===== src/design/l2sync_pkg.sv =====
// Shared constants for the second-level cache synchronize controller.
// Assumes a single 200 MHz clock domain; no software-visible registers.
package l2sync_pkg;
   // ==========================================================
   // Geometry defaults
   localparam int L2SYNC_SETS_DEF = 16;   // Tag sets walked per synchronize
   localparam int L2SYNC_WAYS_DEF = 2;    // Ways per set
   // ==========================================================
   // Line state encoding (MESI)
   typedef enum logic [1:0]
   {
      L2SYNC_ST_I = 2'h0,  // Invalid
      L2SYNC_ST_S = 2'h1,  // Shared
      L2SYNC_ST_E = 2'h2,  // Exclusive, clean
      L2SYNC_ST_M = 2'h3   // Modified
   } l2sync_line_t;
   // ==========================================================
   // Reset values
   localparam logic L2SYNC_POLICY_RST = 1'b0;  // Write-through until first fill decision
   // Line policy levels driven to the processor
   localparam logic L2SYNC_POL_WB = 1'b1;
   localparam logic L2SYNC_POL_WT = 1'b0;
endpackage : l2sync_pkg


===== src/design/l2sync_tag_array.sv =====
// Tag state array for the synchronize controller: one state per set and way.
// Assumes the controller is the only writer; reads are combinational.
`timescale 1ns/1ps
`default_nettype none
module l2sync_tag_array
   import l2sync_pkg::*;
#(
   parameter int SETS = L2SYNC_SETS_DEF,
   parameter int WAYS = L2SYNC_WAYS_DEF,
   parameter int SW   = $clog2(SETS),
   parameter int WW   = (WAYS > 1) ? $clog2(WAYS) : 1
)
(
   input  wire logic          mclk,
   input  wire logic          arst_n,
   input  wire logic          wr_en,    // Write one state entry
   input  wire logic [SW-1:0] wr_set,   // Set written
   input  wire logic [WW-1:0] wr_way,   // Way written
   input  wire l2sync_line_t  wr_state, // New state
   input  wire logic [SW-1:0] rd_set,   // Set read
   input  wire logic [WW-1:0] rd_way,   // Way read
   output l2sync_line_t       rd_state  // State of read entry
);
   // ==========================================================
   // Storage
   l2sync_line_t mem [SETS][WAYS];  // Line states, all invalid after reset

   // Combinational read port
   assign rd_state = mem[rd_set][rd_way];

   // ==========================================================
   // Write port
   always_ff @(posedge mclk or negedge arst_n)
   begin
      if (!arst_n)
      begin
         for (int s = 0; s < SETS; s++)
         begin
            for (int w = 0; w < WAYS; w++)
            begin
               mem[s][w] <= L2SYNC_ST_I;
            end
         end
      end
      else if (wr_en)
      begin
         mem[wr_set][wr_way] <= wr_state;
      end
   end
endmodule : l2sync_tag_array
`default_nettype wire


===== src/design/l2sync_ctrl.sv =====
// Second-level cache synchronize controller: walks the tag array on request,
// inquires the processor for each modified line, writes it to memory, marks
// it exclusive. Also drives line policy and way indication per fill.
// Assumes processor and memory bus handshakes are synchronous to mclk.
// Behaviour
// - Synchronize writes back every modified line
// - Synchronize never invalidates any tag
// - E, I, S lines keep their state
// - Inquire processor before memory writeback
// - Written-back line becomes exclusive
// - Sync pin doubles as latch-drive strap
// - Line policy driven per line fill
// - Policy keeps shared fills in writethrough
// - Way indication driven to cache SRAM
`timescale 1ns/1ps
`default_nettype none
module l2sync_ctrl
   import l2sync_pkg::*;
#(
   parameter int SETS = L2SYNC_SETS_DEF,
   parameter int WAYS = L2SYNC_WAYS_DEF,
   parameter int SW   = $clog2(SETS),
   parameter int WW   = (WAYS > 1) ? $clog2(WAYS) : 1
)
(
   input  wire logic          mclk,
   input  wire logic          arst_n,
   input  wire logic          sync_req_n,           // Shared pin: sync request / strap
   output logic               addr_latch_drive_cfg, // Strap captured after reset
   input  wire logic          cycle_addr_strobe_n,  // Processor cycle start
   input  wire logic          cpu_wr,               // Write/read, valid with strobe
   input  wire logic          fill_req,             // Line fill pulse from lookup
   input  wire logic [SW-1:0] fill_set,             // Set filled or written
   input  wire logic [WW-1:0] fill_way,             // Way filled or written
   input  wire logic          fill_shared,          // Line also held elsewhere
   output logic               line_policy_sel,      // Writeback high, writethrough low
   output logic [WW-1:0]      way_sel,              // Way indication to SRAM
   output logic               sram_way_valid,       // Way indication qualifier
   output logic               inq_req,              // Inquire to processor
   output logic [SW-1:0]      inq_set,              // Set inquired
   input  wire logic          inq_done,             // Processor writeback finished
   output logic               mem_wb_req,           // Memory writeback request
   output logic [SW-1:0]      mem_wb_set,           // Set written to memory
   input  wire logic          mem_wb_done,          // Memory bus accepted line
   output logic               cpu_hold,             // Hold off new processor cycles
   output logic               sync_busy,            // Synchronize in progress
   output logic               cpu_wr_cycle          // Registered write cycle flag
);
   // ==========================================================
   // Walk state machine
   typedef enum logic [4:0]
   {
      L2SYNC_IDLE  = 5'h01,  // Waiting for request
      L2SYNC_LOOK  = 5'h02,  // Examine current entry
      L2SYNC_INQ   = 5'h04,  // Inquiring processor
      L2SYNC_WB    = 5'h08,  // Memory writeback
      L2SYNC_NEXT  = 5'h10   // Advance pointer
   } l2sync_state_t;

   l2sync_state_t state;        // Current walk state
   logic [SW-1:0] walk_set;     // Set pointer
   logic [WW-1:0] walk_way;     // Way pointer
   logic          strap_done;   // Strap already captured
   logic          sync_seen;    // Sync request seen (level, low active, not registered)
   l2sync_line_t  rd_state;     // Entry under walk
   logic          tag_wr;       // Tag write strobe
   logic [SW-1:0] tag_wset;     // Tag write set
   logic [WW-1:0] tag_wway;     // Tag write way
   l2sync_line_t  tag_wst;      // Tag write state
   logic          last_entry;   // Pointer at final entry
   logic [SW-1:0] rd_set_sel;   // Tag read set: lookup when idle, walk otherwise
   logic [WW-1:0] rd_way_sel;   // Tag read way: lookup when idle, walk otherwise

   assign last_entry = (walk_set == SW'(SETS - 1)) && (walk_way == WW'(WAYS - 1));

   // Idle reads serve processor write lookups; the walk owns the port otherwise
   assign rd_set_sel = (state == L2SYNC_IDLE) ? fill_set : walk_set;
   assign rd_way_sel = (state == L2SYNC_IDLE) ? fill_way : walk_way;

   // ==========================================================
   // Strap capture
   // The shared pin is read as a strap in the first cycle after reset
   // release; only afterwards does it count as a synchronize request.
   // strap then request
   always_ff @(posedge mclk or negedge arst_n)
   begin
      if (!arst_n)
      begin
         strap_done           <= 1'b0;
         addr_latch_drive_cfg <= 1'b0;
      end
      else if (!strap_done)
      begin
         strap_done           <= 1'b1;
         addr_latch_drive_cfg <= sync_req_n;
      end
   end

   assign sync_seen = strap_done && !sync_req_n;

   // ==========================================================
   // Tag array
   l2sync_tag_array #(
      .SETS (SETS),
      .WAYS (WAYS)
   ) u_tags (
      .mclk     (mclk),
      .arst_n   (arst_n),
      .wr_en    (tag_wr),
      .wr_set   (tag_wset),
      .wr_way   (tag_wway),
      .wr_state (tag_wst),
      .rd_set   (rd_set_sel),
      .rd_way   (rd_way_sel),
      .rd_state (rd_state)
   );

   // ==========================================================
   // Tag writes: fills when idle, exclusive marking after writeback
   // Writeback completion only ever writes E; nothing here writes I.
   always_comb
   begin
      tag_wr   = 1'b0;
      tag_wset = fill_set;
      tag_wway = fill_way;
      tag_wst  = fill_shared ? L2SYNC_ST_S : L2SYNC_ST_E;
      if (state == L2SYNC_WB)
      begin
         tag_wr   = mem_wb_done;
         tag_wset = walk_set;
         tag_wway = walk_way;
         tag_wst  = L2SYNC_ST_E;
      end
      else if (state == L2SYNC_IDLE)
      begin
         tag_wr = fill_req;
         // write keeps modified data
         // Invalid entries are left alone; a fill in the same cycle wins
         if (!fill_req && !cycle_addr_strobe_n && cpu_wr && rd_state != L2SYNC_ST_I)
         begin
            tag_wr  = 1'b1;
            tag_wst = L2SYNC_ST_M;
         end
      end
   end

   // ==========================================================
   // Walk sequencing
   // walk all entries
   always_ff @(posedge mclk or negedge arst_n)
   begin
      if (!arst_n)
      begin
         state    <= L2SYNC_IDLE;
         walk_set <= '0;
         walk_way <= '0;
      end
      else
      begin
         unique case (state)
            L2SYNC_IDLE:
            begin
               walk_set <= '0;
               walk_way <= '0;
               if (sync_seen)
               begin
                  state <= L2SYNC_LOOK;
               end
            end
            L2SYNC_LOOK:
            begin
               if (rd_state == L2SYNC_ST_M)
               begin
                  state <= L2SYNC_INQ;
               end
               else
               begin
                  state <= L2SYNC_NEXT;
               end
            end
            L2SYNC_INQ:
            begin
               if (inq_done)
               begin
                  state <= L2SYNC_WB;
               end
            end
            L2SYNC_WB:
            begin
               if (mem_wb_done)
               begin
                  state <= L2SYNC_NEXT;
               end
            end
            L2SYNC_NEXT:
            begin
               if (last_entry)
               begin
                  state <= L2SYNC_IDLE;
               end
               else
               begin
                  state <= L2SYNC_LOOK;
                  if (walk_way == WW'(WAYS - 1))
                  begin
                     walk_way <= '0;
                     walk_set <= walk_set + SW'(1);
                  end
                  else
                  begin
                     walk_way <= walk_way + WW'(1);
                  end
               end
            end
         endcase
      end
   end

   // ==========================================================
   // Handshake outputs, combinational from state
   // inquire each modified line
   assign inq_req    = (state == L2SYNC_INQ);
   assign inq_set    = walk_set;
   assign mem_wb_req = (state == L2SYNC_WB);
   assign mem_wb_set = walk_set;
   assign sync_busy  = (state != L2SYNC_IDLE);
   assign cpu_hold   = sync_busy;

   // ==========================================================
   // Line policy and way indication, registered per fill
   // Writeback is granted only to exclusive fills; shared fills stay
   // writethrough so the processor's first write reaches this level.
   always_ff @(posedge mclk or negedge arst_n)
   begin
      if (!arst_n)
      begin
         line_policy_sel <= L2SYNC_POLICY_RST;
         way_sel         <= '0;
         sram_way_valid  <= 1'b0;
      end
      else
      begin
         sram_way_valid <= 1'b0;
         if (state == L2SYNC_IDLE && fill_req)
         begin
            line_policy_sel <= fill_shared ? L2SYNC_POL_WT : L2SYNC_POL_WB;
            way_sel         <= fill_way;
            sram_way_valid  <= 1'b1;
         end
         else if (state == L2SYNC_INQ || state == L2SYNC_WB)
         begin
            way_sel        <= walk_way;
            sram_way_valid <= 1'b1;
         end
      end
   end

   // ==========================================================
   // Cycle type capture
   // sample write/read with strobe
   always_ff @(posedge mclk or negedge arst_n)
   begin
      if (!arst_n)
      begin
         cpu_wr_cycle <= 1'b0;
      end
      else if (!cycle_addr_strobe_n)
      begin
         cpu_wr_cycle <= cpu_wr;
      end
   end
endmodule : l2sync_ctrl
`default_nettype wire


===== config.mk =====
export PLATFORM = sky130hd
export DESIGN_NAME = l2sync_ctrl
export DESIGN_NICKNAME = d
export VERILOG_FILES = /design/src/design/l2sync_pkg.sv /design/src/design/l2sync_tag_array.sv /design/src/design/l2sync_ctrl.sv
export SDC_FILE = /design/constraint.sdc
export NUM_CORES = 1
export LEC_CHECK = 0
export ABC_CLOCK_PERIOD_IN_PS = 3800
export BUFFER_PORTS_ARGS = -buffer_cell sky130_fd_sc_hd__buf_4
export CAP_MARGIN = 0
export CORE_UTILIZATION = 50
export CTS_BUF_LIST = sky130_fd_sc_hd__clkbuf_16
export DETAILED_ROUTE_END_ITERATION = 6
export PLACE_DENSITY = 0.71
export SLEW_MARGIN = 20
export SYNTH_ARGS = -nofsm -noshare
export SYNTH_HDL_FRONTEND = slang
export SYNTH_HIERARCHICAL = 1
export SYNTH_SLANG_ARGS = --single-unit
export TNS_END_PERCENT = 20

===== constraint.sdc =====
create_clock -name mclk -period 3.8 [get_ports mclk]
set_clock_uncertainty 0.15 [all_clocks]
set_input_delay 0.76 -clock mclk [delete_from_list [all_inputs] [get_ports mclk]]
set_output_delay 0.76 -clock mclk [all_outputs]
set_load 0.05 [all_outputs]

After elaboration in Yosys (flattened, before gate mapping)
Cells that the tools add are included.
- logic and storage cells: 123
- input bits: 14
- bits in registers: 80
- equal/unequal tests: 13
- add/sub/neg operators: 2
- reductions and logical operators: 18
- order comparisons: 6
- multiplexer cells: 39
- bitwise operators: 4
- operators with widths (cell ; count):
    bitwise mux 64 bit ; 1
    two-way mux 4 bit ; 7
    case mux 5 bit (5 select lines) ; 1
    two-way mux 5 bit ; 4
    two-way mux 2 bit ; 9
    binary-select mux 4 bit (select 4 bit) ; 1
    demux 4 bit (select 4 bit) ; 1
    two-way mux 1 bit ; 12
    greater-or-equal comparator 5 bit (second input constant) ; 2
    NOT 4 -> 5 bit ; 2
    logical AND 1 bit ; 8
    case mux 4 bit (2 select lines) ; 1
    inequality test 2 bit (second input constant) ; 3
    AND reduction 3 bit ; 2
    nonzero test 2 bit ; 3
    equality test 5 x 1 -> 1 bit (second input constant) ; 1
    equality test 5 x 2 -> 1 bit (second input constant) ; 1
    equality test 5 x 3 -> 1 bit (second input constant) ; 1
    equality test 5 x 4 -> 1 bit (second input constant) ; 1
    equality test 5 bit (second input constant) ; 1
    less-than comparator 5 x 1 -> 1 bit (second input constant) ; 1
    inequality test 5 x 1 -> 1 bit (second input constant) ; 1
    adder 4 x 1 -> 4 bit (second input constant) ; 1
    equality test 4 bit (second input constant) ; 1
    other kinds (11) ; 16

Depth between registers and ports, before layout
- word-level depth: 15
- gate-level depth with buffers: 18

Hierarchy
The synthesis kept the hierarchy.
- modules (own cells, without submodules) (module ; times used ; cells an instance ; area an instance (um^2) ; sequential area each (um^2)):
    l2sync_tag_array ; 1 ; 258 ; 3234.4 ; 1601.5
    l2sync_ctrl ; 1 ; 113 ; 1001.0 ; 401.6

Worst setup path before layout
No wires, ideal clock.
- path type: register -> register
- from: reg state[2]
- to: reg u_tags/mem[34] in the netlist's numbering
- data required time: 3.525 ns
- clock period less this slack: 4.089 ns
- path slack: -0.289 ns
- library setup time: 0.125 ns
- arrival: 3.814 ns
- cell stages (with the launch flop): 18
- cell sequence: dfrtp_1 -> nor2_2 -> nand3_1 -> buf_4 -> mux2_1 -> buf_6 -> buf_6 -> mux2i_1 -> a22oi_1 -> nand2_1 -> o311ai_1 -> nor2_1 -> o31a_1 -> a21oi_1 -> nand2b_4 -> nor3b_4 -> and3_1 -> mux2_2
- elaborated cells between the ends (all ways): 35
- classes of those cells: order compare (4); eq/ne (2); mux (21); bitwise (4); reduce/logical (4)
- RTL lines (what ; line ; text):
    from (decl) ; l2sync_ctrl.sv:60 ; l2sync_state_t state;
    from (signal assigned) ; l2sync_ctrl.sv:154 ; state <= L2SYNC_IDLE;
    from (signal assigned) ; l2sync_ctrl.sv:167 ; state <= L2SYNC_LOOK;
    from (signal assigned) ; l2sync_ctrl.sv:174 ; state <= L2SYNC_INQ;
    equality test 5 x 1 -> 1 bit ; l2sync_ctrl.sv:77 ; assign rd_set_sel = (state == L2SYNC_IDLE) ? fill_set : walk_set;
    two-way mux 4 bit ; l2sync_ctrl.sv:77 ;
    via rd_set_sel[1] ; l2sync_ctrl.sv:71 ; logic [SW-1:0] rd_set_sel;
    NOT 4 -> 5 bit (implied by the code) ; l2sync_tag_array.sv:29 ; assign rd_state = mem[rd_set][rd_way];
    binary-select mux 4 bit (select 4 bit) ; l2sync_tag_array.sv:29 ;
    two-way mux 4 bit (implied by the code) (2 in series) ; l2sync_tag_array.sv:29 ;
    two-way mux 2 bit (implied by the code) (3 in series) ; l2sync_tag_array.sv:29 ;
    via rd_state[1] ; l2sync_ctrl.sv:65 ; l2sync_line_t rd_state;
    nonzero test 2 bit ; l2sync_ctrl.sv:139 ; if (!fill_req && !cycle_addr_strobe_n && cpu_wr && rd_state != L2SYNC_ST_I)
    logical AND 1 bit ; l2sync_ctrl.sv:139 ;
    two-way mux 1 bit ; l2sync_ctrl.sv:139 ;
    two-way mux 1 bit ; l2sync_ctrl.sv:134 ; else if (state == L2SYNC_IDLE)
    two-way mux 1 bit ; l2sync_ctrl.sv:127 ; if (state == L2SYNC_WB)
    via tag_wr ; l2sync_ctrl.sv:66 ; logic tag_wr;
    to (signal, indexed assignment) ; l2sync_tag_array.sv:47 ; mem[wr_set][wr_way] <= wr_state;
    to (decl) ; l2sync_tag_array.sv:26 ; l2sync_line_t mem [SETS][WAYS];
The timed path passes the listed nets, and every way through them passes these cells. The select of a mux whose other input is x is not followed.
A chain may end at the register's enable or synchronous reset.

Final worst setup path
- from: reg state[4]
- to: reg u_tags/mem[45] in the netlist's numbering
The elaborated chain is that of the path after synthesis.

==> run summary <==
Status: finished, violations left
Failing checks: setup timing
Register area share after synthesis: 47.3%
Synth top area cells: dfrtp_1 47%, mux2_2 18%, mux2i_1 8.0%
Worst-margin pin slew: 0.677 ns
Area Overhead vs Synth: 23.1%
Worst-path clk slew: 0.06 ns
Crit start category: flop
Post-synth EDFFs: 0
RSZ-0062 raised after global routing: yes
Die X-Extent: 94.0 um
First-pass GRT wire length: 15700 um
Final worst slack: -0.0520 ns
Synthesized area: 4240 um2
Met2 Routed Length: 4910 um
DRT iter0 DRCs: 166
Ys async rst share: 100%
Final Max Tran Viols: 0
Internal power: 1.80 mW
Net load switching power: 0.994 mW
P_leak: 2.48 nW
Vias in the first global route: 3085
Total Wirelength: 9820 um
Fin nets: 441
Max Cap Viol: 0
Met1 wire length: 4350 um
WHS: 0.203 ns
Core ar.: 8220 um2
Clk Latency, worst-skew pair: 0.34 ns
Post-DP Area: 4710 um2
Post-Syn Instances: 371
Top Metal Used: met4
Drt pass-1 iters: 4
Final instance area: 5220 um2
Antenna-violating nets left: 0
Max-slew headroom: 54.6%
Clock tree from TritonCTS: yes
Reg power frac: 33.2%
Seq cells post-synth: 80
Initial antenna violation count: 0
Worst Setup SP: state[4]
Synth cell types: 51
# IOs: 31
WL per Instance: 18.3 um
Post-synth net total: 386
CTS root buf: clkbuf_16
Switch share: 35.6%
CP Class: reg2reg
Pwr Density: 535 nW/um2
Most common flop cell mapped by yosys: dfrtp_1
WP data required: 3.87 ns
Largest net degree at the start of global routing: 81
Via/cell ratio: 5.76
Antenna Cells: 0
Vias after detailed routing: 3089
Most common cell after layout, fill and taps aside: dfrtp_1
Worst IR Drop VDD: 0.000282 V
Die Ht: 94.0 um
Final setup fails: 26
Worst R2R Start: state[4]
Worst r2r path cells: 14
Power Total: 2.79 mW
WP data arrival: 3.92 ns
Die area: 8840 um2
Avg Cell Area, Syn: 11.4 um2
Met3 routed WL: 451 um
Share of cells above drive strength 1: 43.2%
Most frequent cells in the layout: 78 x dfrtp_1, 66 x mux2_2, 63 x buf_4
DR DRC count: 0
Endpoint class of the critical path: flop
Clk sinks: 80
CTS Buf Count: 9
Crit share post-route: 101%
Min-delay worst type: in2async
Tmin final: 3.85 ns
Rows: 33
Hpwl dp: 6630 um
Clock power frac: 28.5%
Gate power share: 38.3%
Clock Path Buffers: 2
Endpoints failing hold: 0
Buffers on Ports: 30
All-Layer GR Usage: 23.9%
Post-synth top area cell: dfrtp_1
Grt ovf: 0
H-tree depth: 3
Starting Density: 51.5%
Share of the synthesized area in the top cell type: 46.7%
Worst-path fanout max: 11
Number of synthesis warnings: 6
Fmax: 0.260 GHz
Final core occ: 63.5%
Routability cong.: 0.808
Setup TNS: -0.602 ns
==> cell type report <==
cell class,instances,area (um2)
Clock buffer,9,225
Clock inverter,7,55.1
Fill cell,666,3000
Inverter,4,15.0
Multi-Input combinational cell,262,2190
Sequential cell,80,2000
Tap cell,105,131
Timing Repair Buffer,69,597
==> worst max-delay path, cell delays in order (launching register included) <==
cell      delay, ns
dfrtp_1        0.41
nor2_4         0.16
nand3_4        0.11
mux2_4         0.36
buf_12         0.17
mux2i_1        0.12
a22oi_1        0.21
nand2_1        0.13
o311ai_2       0.33
nor2_1         0.11
o31a_1         0.30
a21oi_4        0.25
nand4b_1       0.30
nor3_2         0.27
mux2_2         0.36
==> metrics by stage <==
stage,std cells,setup WS [ns]
after CTS,528,0.00269
after global placement,511,-0.161
after floorplan,371,0.0188
after global routing,536,-0.237
after detailed placement,511,-0.193
final,536,-0.0520
==> cells by family (layout without fill, tap and decap cells) <==
logic type | after synthesis | in the layout | synth area share [%]
and+or+nand+nor | 112 | 112 | 14.2
DFF | 80 | 80 | 47.3
AOI/OAI and AO/OA | 43 | 43 | 7.12
buffers and inverters | 29 | 89 | 4.05
adders and majority gates | 1 | 1 | 0.295
muxes | 105 | 105 | 26.9
other | 1 | 1 | 0.0885
==> power by group through the flow <==
stage / Sequential [mW] / Clock [mW] / Combinational (mW)
2_1_floorplan: 1.03 / 0 / 0.584
3_3_place_gp: 0.940 / 0 / 0.941
3_5_place_dp: 0.940 / 0 / 0.947
4_1_cts: 0.926 / 0.811 / 0.965
5_1_grt: 0.932 / 0.847 / 1.15
6_report: 0.927 / 0.797 / 1.07
==> routing by layer <==
layer	up-vias	global-route usage (%)
met5	-	0
met4	0	6.54
met3	9	4.61
met2	56	39.1
met1	1564	32.4
li1	1460	-
==> synthesized netlist by cell type (2+ instances only) <==
cell / number
nor2_2: 2
a31oi_1: 6
clkbuf_1: 9
inv_1: 3
nand2_1: 43
o311ai_1: 2
a21oi_1: 4
o21ai_1: 3
dfrtp_1: 79
nand2b_1: 2
mux2_1: 5
and2_1: 2
o22ai_1: 5
nor4_1: 2
or3_1: 2
buf_2: 4
nor2b_1: 9
buf_6: 4
and4b_1: 2
nor2_1: 18
nand3_1: 2
nor3_1: 8
mux2_2: 66
nand4b_1: 5
buf_4: 7
nand4_1: 5
a22oi_1: 14
mux2i_1: 34
nor3_2: 2
==> path summary, 6_finish.rpt <==
check / end / slack (ns)
setup reg to reg: u_tags/mem[45] / -0.05
setup / recovery: u_tags/mem[45] / -0.05
hold reg to reg: line_policy_sel / 0.34
min in group mclk: line_policy_sel / 0.34
max in group asynchronous: state[2] / 2.69
hold / removal: u_tags/mem[39] / 0.20
==> sequential cells by signal (all words and copies together) (netlist names) <==
signal and count:
state 5, sram_way_valid 1, inq_set 4, addr_latch_drive_cfg 1
cpu_wr_cycle 1, u_tags/mem 64, strap_done 1, walk_way 1
line_policy_sel 1, way_sel 1
==> what timing repair did <==
action,in CTS,in global routing
hold buffers,0,0
endpoints found under the setup margin,58,64
cloned,0,1
buffers inserted,1,6
resized for setup,5,24
endpoints found under the hold margin,0,0
pin swaps,1,10
Note: power is estimated with default switching activity, not from simulation.
